`src/include/bus_match_defines.svh`:
```
// constants for the read-side bus-matching path
// assumes one pclk domain and an APB master for registers
//
// Summary of operation
// - width from width-match and size pins
// - width applied when master reset completes
// - msb-first level caught at reset rise
// - msb-first ignored in long-word width
// - ordering applied when master reset completes
// - memory holds only whole long words
// - mailbox moves in one transfer
// - mailbox uses low lanes only
// - long word goes out whole
// - first portion out, rest held aside
// - unused output lanes driven zero
// - long-word lanes map straight through
// - word order follows msb-first select
// - byte order follows msb-first select
// - empty only after final portion read
// - mailbox ignores endian selection
`ifndef BUS_MATCH_DEFINES_SVH
`define BUS_MATCH_DEFINES_SVH

// ---------------------------------------------
// register map
// ---------------------------------------------
`define CFG_OFS        12'h000
`define STAT_OFS       12'h004
`define MBOX_LO_OFS    12'h008
`define MBOX_HI_OFS    12'h00c

// ---------------------------------------------
// lanes and reset values
// ---------------------------------------------
`define LONG_W         36
`define WORD_W         18
`define BYTE_W         9
`define MBOX_RST       36'h0_0000_0000
`define RDATA_RST      32'h0000_0000

`endif

```
`src/include/bus_match_pkg.sv`:
```
// types for the read-side bus-matching path
// widths and codes written here as literals, not taken from bus_match_defines.svh
`default_nettype none
package bus_match_pkg;

   typedef enum logic [1:0] {
      W_LONG = 2'b00,
      W_WORD = 2'b01,
      W_BYTE = 2'b10
   } width_t;

   // memory read side, first-word-fall-through style
   typedef struct packed {
      logic        valid;
      logic [35:0] data;
   } mem_in_t;

   typedef struct packed {
      logic        mr;
      width_t      width;
      logic        msb;
      logic        cfg_ok;
      logic [35:0] aux;
      logic [35:0] word;
      logic [1:0]  left;
      logic        pop;
      logic        ready;
      logic [35:0] dout;
      logic [35:0] mbox;
      logic        pready;
      logic        pslverr;
      logic [31:0] prdata;
   } state_t;

endpackage : bus_match_pkg
`default_nettype wire

```
`src/hdl/bus_match_read.sv`:
```
// read-side bus matching: long words in, long/word/byte out
// assumes memory pops on the edge where mem_pop is high and
// shows the next word after that edge
//
// Implementation choices: the placing of the registers and the APB interface to the registers.
`include "bus_match_defines.svh"
`default_nettype none
module bus_match_read #(
   parameter int DATA_W = `LONG_W
) (
   input  wire logic                  pclk,
   input  wire logic                  presetn,
   input  wire logic                  psel,
   input  wire logic                  penable,
   input  wire logic                  pwrite,
   input  wire logic [11:0]           paddr,
   input  wire logic [31:0]           pwdata,
   output logic                       pready,
   output logic                       pslverr,
   output logic [31:0]                prdata,
   input  wire logic                  master_reset_n,
   input  wire logic                  width_match_select,
   input  wire logic                  size_select,
   input  wire logic                  msb_first_select,
   input  wire logic                  read_port_mailbox_select,
   input  wire logic                  rd_en,
   input  wire bus_match_pkg::mem_in_t mem_in,
   output logic                       mem_pop,
   output logic [35:0]                dout,
   output logic                       empty_output_ready_flag,
   output logic                       full_input_ready_flag
);

   if (DATA_W != `LONG_W) begin : g_chk
      $error("bus_match_read serves 36-bit words only");
   end

   bus_match_pkg::state_t q;
   bus_match_pkg::state_t d;
   logic                  fetch;
   logic                  take;
   logic                  mb_rd;
   logic                  big;
   logic                  access;

   // ---------------------------------------------
   // helpers
   // ---------------------------------------------
   // lanes outside the port width driven zero
   function automatic logic [35:0] portion(
      input logic [35:0]           w,
      input bus_match_pkg::width_t wd,
      input logic                  msb
   );
      logic [35:0] r;
      r = 36'h0_0000_0000;
      case (wd)
         bus_match_pkg::W_WORD: begin
            r[17:0] = msb ? w[35:18] : w[17:0];
         end
         bus_match_pkg::W_BYTE: begin
            r[8:0] = msb ? w[35:27] : w[8:0];
         end
         default: begin
            r = w;
         end
      endcase
      return r;
   endfunction : portion

   function automatic logic [35:0] rest(
      input logic [35:0]           w,
      input bus_match_pkg::width_t wd,
      input logic                  msb
   );
      logic [35:0] r;
      r = 36'h0_0000_0000;
      case (wd)
         bus_match_pkg::W_WORD: begin
            r = msb ? (w << `WORD_W) : (w >> `WORD_W);
         end
         bus_match_pkg::W_BYTE: begin
            r = msb ? (w << `BYTE_W) : (w >> `BYTE_W);
         end
         default: begin
            r = 36'h0_0000_0000;
         end
      endcase
      return r;
   endfunction : rest

   function automatic logic [1:0] parts_after(
      input bus_match_pkg::width_t wd
   );
      logic [1:0] n;
      case (wd)
         bus_match_pkg::W_WORD: n = 2'h1;
         bus_match_pkg::W_BYTE: n = 2'h3;
         default:               n = 2'h0;
      endcase
      return n;
   endfunction : parts_after

   function automatic logic [35:0] lane_mask(
      input bus_match_pkg::width_t wd
   );
      logic [35:0] m;
      case (wd)
         bus_match_pkg::W_WORD: m = 36'h0_0003_ffff;
         bus_match_pkg::W_BYTE: m = 36'h0_0000_01ff;
         default:               m = 36'hf_ffff_ffff;
      endcase
      return m;
   endfunction : lane_mask

   // ---------------------------------------------
   // next state
   // ---------------------------------------------
   always_comb begin
      d         = q;
      d.mr      = master_reset_n;
      d.pop     = 1'b0;
      d.pready  = 1'b0;
      d.pslverr = 1'b0;
      // endian has no effect on long words
      big    = q.msb && (q.width != bus_match_pkg::W_LONG);
      mb_rd  = q.cfg_ok && rd_en && read_port_mailbox_select;
      // fetch only with nothing left aside
      fetch  = q.cfg_ok && rd_en && !read_port_mailbox_select
               && (q.left == 2'h0) && mem_in.valid && !q.pop;
      take   = q.cfg_ok && rd_en && !read_port_mailbox_select
               && (q.left != 2'h0);
      access = psel && penable && !q.pready;

      // msb-first caught on the rising edge
      if (!q.mr && master_reset_n) begin
         if (!width_match_select) begin
            d.width = bus_match_pkg::W_LONG;
         end else if (size_select) begin
            d.width = bus_match_pkg::W_BYTE;
         end else begin
            d.width = bus_match_pkg::W_WORD;
         end
         d.msb = msb_first_select;
         // settings live with the ready flag
         d.cfg_ok = 1'b1;
      end

      if (fetch) begin
         d.dout = portion(mem_in.data, q.width, big);
         d.aux  = rest(mem_in.data, q.width, big);
         d.word = mem_in.data;
         d.left = parts_after(q.width);
         d.pop  = 1'b1;
      end else if (take) begin
         d.dout = portion(q.aux, q.width, big);
         d.aux  = rest(q.aux, q.width, big);
         d.left = q.left - 2'h1;
      end else if (mb_rd) begin
         d.dout = q.mbox & lane_mask(q.width);
      end

      // flag drops only after the last portion
      d.ready = d.cfg_ok && ((d.left != 2'h0)
                || (mem_in.valid && !fetch && !q.pop));

      if (!master_reset_n) begin
         d.cfg_ok = 1'b0;
         d.left   = 2'h0;
         d.ready  = 1'b0;
      end

      // APB slave, answers in the second access cycle
      if (access) begin
         d.pready = 1'b1;
         d.prdata = `RDATA_RST;
         case (paddr)
            `CFG_OFS: begin
               d.prdata[3:0] = {q.cfg_ok, q.msb, q.width};
               d.pslverr     = pwrite;
            end
            `STAT_OFS: begin
               d.prdata[4:0] = {q.left, q.ready, q.pop,
                                mem_in.valid};
               d.pslverr     = pwrite;
            end
            `MBOX_LO_OFS: begin
               d.prdata = q.mbox[31:0];
            end
            `MBOX_HI_OFS: begin
               d.prdata[3:0] = q.mbox[35:32];
            end
            default: begin
               d.pslverr = 1'b1;
            end
         endcase
      end

      // writes land only on the completing edge of the access
      if (psel && penable && q.pready && pwrite) begin
         if (paddr == `MBOX_LO_OFS) begin
            d.mbox[31:0] = pwdata;
         end else if (paddr == `MBOX_HI_OFS) begin
            d.mbox[35:32] = pwdata[3:0];
         end
      end
   end

   // ---------------------------------------------
   // state register
   // ---------------------------------------------
   always_ff @(posedge pclk or negedge presetn) begin
      if (!presetn) begin
         q         <= '0;
         q.width   <= bus_match_pkg::W_LONG;
         q.mbox    <= `MBOX_RST;
         q.prdata  <= `RDATA_RST;
      end else begin
         q <= d;
      end
   end

   assign pready                  = q.pready;
   assign pslverr                 = q.pslverr;
   assign prdata                  = q.prdata;
   assign mem_pop                 = q.pop;
   assign dout                    = q.dout;
   assign empty_output_ready_flag = q.ready;
   assign full_input_ready_flag   = q.cfg_ok;
endmodule : bus_match_read
`default_nettype wire

```
`config.mk`:
```
export PLATFORM = sky130hd
export DESIGN_NAME = bus_match_read
export DESIGN_NICKNAME = d
export VERILOG_FILES = /design/src/include/bus_match_pkg.sv /design/src/hdl/bus_match_read.sv
export VERILOG_INCLUDE_DIRS = /design/src /design/src/include
export SDC_FILE = /design/constraint.sdc
export NUM_CORES = 1
export LEC_CHECK = 0
export BUFFER_PORTS_ARGS = -buffer_cell sky130_fd_sc_hd__buf_4
export CORE_ASPECT_RATIO = 1.5
export CORE_UTILIZATION = 45
export CTS_BUF_LIST = sky130_fd_sc_hd__clkbuf_8
export DETAILED_ROUTE_END_ITERATION = 8
export PLACE_DENSITY = 0.67
export SKIP_CTS_REPAIR_TIMING = 1
export SLEW_MARGIN = 40
export SYNTH_ARGS = -nofsm -noshare
export SYNTH_HDL_FRONTEND = slang
export SYNTH_SLANG_ARGS = --single-unit
export TNS_END_PERCENT = 10
```
`constraint.sdc`:
```
create_clock -name pclk -period 5.2 [get_ports pclk]
set_input_delay 0.26 -clock pclk [delete_from_list [all_inputs] [get_ports pclk]]
set_output_delay 0.26 -clock pclk [all_outputs]
set_load 0.01 [all_outputs]
```
==> metrics.txt, run 1 <==
status=completed; H-tree Lvls=4; GR Util met3=5.63%; Slew Limit Fails=0; Slew @ Worst Pin=0.869 ns; Root Driver=clkbuf_8; vias in the first global route=7,535; share of cells above drive strength 1=25.5%; fin crit period=3.16 ns; sequential cell fraction of total power=46.3%; final wirelength=28,800 um; Initial Util=46.0%; DRC=0; Reg clk slew, reported paths=0.10 ns; # setup viols final=0; Die Width=117 um; EDFF count, synth=0; # placed instances=1,193; Final Hold Viols=0; Final HPWL DP=20,200 um; Clk Latency, worst-skew pair=0.46 ns; Int Power=1.86 mW; CTS buffer count=17; pwr dens=267 nW/um2; Mapped Area=8860 um2; Net count, final=1,055; drt first pass iters=6; busiest grt layer=met2; slowest CP cell=and2_1; drt via density=6.40; WP data arrival=3.55 ns; Synthesized Nets=996; die area=20,300 um2; number of max-cap violations=0; pin count of the biggest net entering global routing=62; CTS tree=done; Sw Pwr=0.870 mW; total negative slack=0 ns; fraction of registers with async set or reset after synthesis=100%; Slew headroom=42.1%; initial antenna violation count=0; synth unique cells=53; # fillers=1,805; Sink Count=151; Vias=7,858; Worst IR Drop VDD=0.000143 V; ANT nets after route=0; startpoint class of the critical path=flop; Finished Layout Cells=1,228; critical path peak fanout=33; Inserted Diodes=0; GR Util met2=45.5%; hold path startpoint=pwdata[17]; fmax=317 MHz; area taken by multi-input logic gates=4240 um2; Hold Path Class=in -> reg; Critical Path Sink Type=flop; GRT Resource Usage Total=29.1%; switching fraction of total power=31.8%; Crit path max-delay family=simple AND/OR/NAND/NOR gates; type of the worst setup path=reg -> reg; grt ovf=0; Syn Inst Count=900; Reg area=3780 um2; Lkg Pwr=4.73 nW; CP bufs+invs=2; crit path launch=q[184]; syn_area_per_cell=9.84 um2; slowest stage delay, CP=0.72 ns; r2r startpoint=q[184]; Rows=62; core box area=19,200 um2; Gate power share=18.3%; register bit count reported by yosys=151; RSZ-0062 raised after global routing=false; Layout Area Growth over Synthesis=15.7%; worst path cell trace=inv_1, ha_1, nand2b_2, buf_4, and2_1, a22oi_1, o22ai_1, a22o_1; count of input and output buffers=164; first-pass GRT wire length=44,400 um; RD Place Congestion=0.927; Tcrit/Tclk final=60.7%; # IOs=165; grt met1 use=37.8%; Top FF cell, synth=dfrtp_1; routed len/inst=23.5 um; sequential fraction of the synthesis area=42.7%; clk buf depth=2; Clock Skews=0.0180 ns; Syn. warnings=0; Initial DRC Count=1,157; Die Height=174 um; Clock power frac=35.4%; Critical Path RT=5.59 ns
## logic make-up after synthesis
family	count (synthesis)	share of synthesized area, %
AOI/OAI and AO/OA	294	25.0
xor gates and xnor gates	1	0.0989
adders and majority gates	4	0.565
buffers and inverters	159	9.76
DFF	151	42.7
muxes	85	11.4
and+or+nand+nor	206	10.5
## worst register-to-register path, stage by stage, from the launching register on
cell	delay, ns
dfrtp_1	0.43
inv_1	0.10
ha_1	0.19
nand2b_2	0.71
buf_4	0.43
and2_1	0.72
a22oi_1	0.15
o22ai_1	0.20
a22o_1	0.17
## cells in the final DEF (no fill, tap or decap), types with 6 or more instances in the layout
cell,synthesis,layout
o21ai_0,23,23
a221oi_1,43,43
o221ai_1,6,6
mux2i_1,6,6
a21oi_1,17,17
o21ai_1,12,11
clkbuf_8,0,17
mux2_2,8,8
a22o_1,63,63
inv_1,10,11
a31oi_1,8,8
nor2_1,39,37
o22ai_1,24,24
buf_4,68,179
a21o_1,6,6
nand3_1,14,13
nand2_1,110,110
a22oi_1,50,50
a311o_1,6,6
dfrtp_1,151,151
nor3_1,17,17
mux2_1,63,63
o31ai_1,18,18
## sequential cells by signal, indices dropped and copies added (netlist names)
signal / count
dout: 36
empty_output_ready_flag: 1
full_input_ready_flag: 1
mem_pop: 1
prdata: 32
pready: 1
pslverr: 1
q: 78
## synthesized netlist by cell type, types with 10 or more instances
| cell type | count | area share (%) |
|---|---|---|
| o21ai_0 | 23 | 1.3 |
| clkbuf_1 | 58 | 2.5 |
| a22o_1 | 63 | 6.2 |
| a21oi_1 | 17 | 0.96 |
| a221oi_1 | 43 | 4.3 |
| a22oi_1 | 50 | 4.2 |
| buf_2 | 10 | 0.57 |
| nand3_1 | 14 | 0.79 |
| mux2_1 | 63 | 8.0 |
| o22ai_1 | 24 | 1.7 |
| inv_1 | 10 | 0.42 |
| buf_1 | 10 | 0.42 |
| buf_4 | 68 | 5.8 |
| o31ai_1 | 18 | 1.5 |
| nor3_1 | 17 | 0.96 |
| dfrtp_1 | 151 | 43 |
| nand2_1 | 110 | 4.7 |
| o21ai_1 | 12 | 0.68 |
| nor2_1 | 39 | 1.7 |
## final timing paths
kind	end	slack, ns	cells past startpoint
worst max-delay path	q[146]	2.04	8
max in group asynchronous	dout[3]	3.91	3
worst min-delay path	q[51]	0.02	2
min in group asynchronous	prdata[10]	0.25	2
worst max register to register	q[146]	2.04	8
worst min register to register	prdata[1]	0.49	2
## area by class of cell
class                   count  area share, %
multi-input cells         590           41.4
flip-flops and latches    151           36.9
repair buffers            186           14.1
well taps                 256           3.13
clock buffers              17           2.28
clock inverters            15           1.75
inverters                  13          0.476
## per-stage QoR
step	power, mW	area (um2)	hold slack [ns]	util (%)	setup slack (ns)
2_1_floorplan	1.57	8860	-0.0356	-	3.09
3_3_place_gp	1.77	9750	0.179	50.7	2.21
3_5_place_dp	1.78	9800	0.175	50.9	2.16
5_1_grt	2.83	10200	0.00553	53.3	1.88
6_report	2.73	10200	0.0177	53.3	2.04
4_1_cts	2.73	10200	-0.317	53.1	2.13
## routing by layer
metal / up-vias / wire [um]
met5: - / 0
met4: 0 / 1580
met3: 104 / 2380
met2: 439 / 13700
met1: 3862 / 11200
li1: 3453 / -
## power groups by stage
stage | combinational [mW] | sequential [mW] | clock (mW)
2_1_floorplan | 0.300 | 1.27 | 0
3_3_place_gp | 0.482 | 1.29 | 0
3_5_place_dp | 0.490 | 1.29 | 0
4_1_cts | 0.490 | 1.27 | 0.979
5_1_grt | 0.534 | 1.27 | 1.02
6_report | 0.500 | 1.27 | 0.967
Note: power is estimated with default switching activity, not from simulation.
==> inputs of run 2 (changes only) <==
- PLACE_DENSITY: 0.67 -> 0.69
- clock period: 5.2 -> 2.7 ns (I/O delays scaled with it)
==> run 2 against run 1 <==
The flow now finishes with violations (hold timing). Non-clock buffer count is 50 higher. Sequential share of layout area is 1.4 points lower. Utilization is 2.1 points higher. Via count is 2.0% higher. Sequential power is 92% higher. Clock power is 74% higher. Routed wire length is 0.22% lower. Clock skew is 0.0031 ns lower. Critical endpoint is now dout[17]. Largest cell class unchanged.
==> metrics.txt, run 2 (synthesis gave the netlist of run 1 again) <==
Clk Latency, worst-skew pair=0.47 ns (was 0.46 ns); Hold Path Class=in -> reg (unchanged); drt via density=6.27 (was 6.40); CTS buffer count=17 (unchanged); startpoint class of the critical path=flop (unchanged); Net count, final=1,105 (was 1,055); share of cells above drive strength 1=25.4% (was 25.5%); Lkg Pwr=4.92 nW (was 4.73 nW); Worst IR Drop VDD=0.000290 V (was 0.000143 V); slowest stage delay, CP=0.58 ns (was 0.72 ns); # setup viols final=0 (unchanged); fmax=431 MHz (was 317 MHz); vias in the first global route=7,583 (was 7,535); routed len/inst=22.5 um (was 23.5 um); Final Hold Slack=-0.0210 ns (was 0.0177 ns); fin crit period=2.32 ns (was 3.16 ns); Tcrit/Tclk final=85.9% (was 60.7%); Final Hold Viols=2 (was 0); # IOs=165 (unchanged); core box area=19,200 um2 (unchanged); total negative slack=0 ns (unchanged); critical path peak fanout=17 (was 33); commonest non-fill, non-tap cell in the layout=buf_4 (unchanged); Initial Util=46.0% (unchanged); Final Worst Setup Slack=0.381 ns (was 2.04 ns); RSZ-0062 raised after global routing=false (unchanged); drt first pass iters=8 (was 6); Sink Count=151 (unchanged); Vias=8,013 (was 7,858); Rows=62 (unchanged); Slew @ Worst Pin=0.676 ns (was 0.869 ns); clk buf depth=2 (unchanged); Layout Area Growth over Synthesis=20.4% (was 15.7%); failing checks=hold timing; slowest CP cell=and4bb_2 (was and2_1); Inserted Diodes=0 (unchanged); Reg area=3780 um2 (unchanged); Die Height=174 um (unchanged); RD Place Congestion=0.937 (was 0.927); most frequent cells in the layout=193 x buf_4, 151 x dfrtp_1, 110 x nand2_1 (was 179 x buf_4, 151 x dfrtp_1, 110 x nand2_1); final wirelength=28,700 um (was 28,800 um); GRT Resource Usage Total=28.8% (was 29.1%); Reg clk slew, reported paths=0.10 ns (about the same); largest reg by FF count=q (unchanged); Place WS=0.433 ns (was 2.16 ns); H-tree Lvls=4 (unchanged); area taken by multi-input logic gates=4230 um2 (was 4240 um2); first-pass GRT wire length=43,900 um (was 44,400 um); Critical Path RT=3.04 ns (was 5.59 ns); Slew headroom=54.8% (was 42.1%); worst path cell trace=inv_1, ha_1, and4bb_2, buf_4, nor2_1, a211oi_1, o31ai_1 (was inv_1, ha_1, nand2b_2, buf_4, and2_1, a22oi_1, o22ai_1, a22o_1); CTS tree=done (unchanged); fin util=55.4% (was 53.3%); Slew Limit Fails=0 (unchanged); status=finished with violations (was completed); DRC=0 (unchanged); Initial DRC Count=772 (was 1,157); ANT nets after route=0 (unchanged); Root Driver=clkbuf_8 (unchanged); type of the worst setup path=reg -> reg (unchanged); Final HPWL DP=20,700 um (was 20,200 um); pin count of the biggest net entering global routing=64 (was 62); initial antenna violation count=0 (unchanged); Clock Skews=0.0149 ns (was 0.0180 ns); die area=20,300 um2 (unchanged); max reg flops=78 (unchanged); Critical Path Sink Type=flop (unchanged); number of max-cap violations=0 (unchanged); count of input and output buffers=164 (unchanged); pwr dens=482 nW/um2 (was 267 nW/um2); WP data arrival=2.66 ns (was 3.55 ns); grt ovf=0 (unchanged); # fillers=1,720 (was 1,805); Die Width=117 um (unchanged)
==> run 2: cell types whose count changed in the layout (fill, tap and decap cells not counted), sizes merged <==
cell and delta:
buf +13, dlygate4sd3 +37, inv +1, bufinv -2
clkinvlp +1
==> run 2: critical path, delay by kind of cell, from the launching register on <==
kind / cells / cell delay [ns]
buffers and inverters: 2 / 0.31
adder cells (fa/ha/maj): 1 / 0.26
AO/OA/AOI/OAI: 2 / 0.55
AND/OR/NAND/NOR: 2 / 0.66
flip-flops: 1 / 0.42
==> run 2: layout make-up <==
| class | instances | share of cell area [%] |
|---|---|---|
| Tap cell | 256 | 3.01 |
| Sequential cell | 151 | 35.5 |
| Multi-Input combinational cell | 590 | 39.7 |
| Clock inverter | 15 | 1.24 |
| Clock buffer | 17 | 2.20 |
| Timing Repair Buffer | 236 | 17.9 |
| Inverter | 13 | 0.458 |
==> run 2: through the flow <==
step | area [um2] | std cells | hold slack (ns) | total power [mW]
after floorplan | 8860 | 900 | -0.161 | 3.02
after global routing | 10700 | 1278 | 0.00417 | 5.32
after global placement | 9900 | 1207 | 0.168 | 3.43
final | 10700 | 1278 | -0.0210 | 5.14
after CTS | 10300 | 1239 | -0.339 | 5.10
after detailed placement | 9900 | 1207 | 0.163 | 3.44
==> run 2: worst paths after layout <==
| check | end | cells after the start | slack [ns] | startpoint |
|---|---|---|---|---|
| hold reg to reg | prdata[1] | 2 | 0.49 | prdata[1] |
| setup / recovery | dout[17] | 7 | 0.38 | q[108] |
| hold / removal | prdata[3] | 4 | -0.02 | paddr[1] |
| setup reg to reg | dout[17] | 7 | 0.38 | q[108] |
| min in group asynchronous | q[176] | 2 | 0.21 | presetn |
| max in group asynchronous | q[59] | 3 | 1.71 | presetn |
==> run 2: where the power goes <==
part,internal [mW],leakage [nW],switching (mW)
sequential,2.34,2.08,0.0986
combinational,0.437,2.66,0.578
clock,0.674,0.184,1.00
==> run 2: routing by layer <==
layer  global-route usage [%]  part of all wire (%)  vias up
li1                         -                     -     3552
met1                     38.1                    39     3967
met2                     45.8                    49      415
met3                     3.67                   6.3       79
met4                     14.9                   5.3        0
met5                        0                     0        -
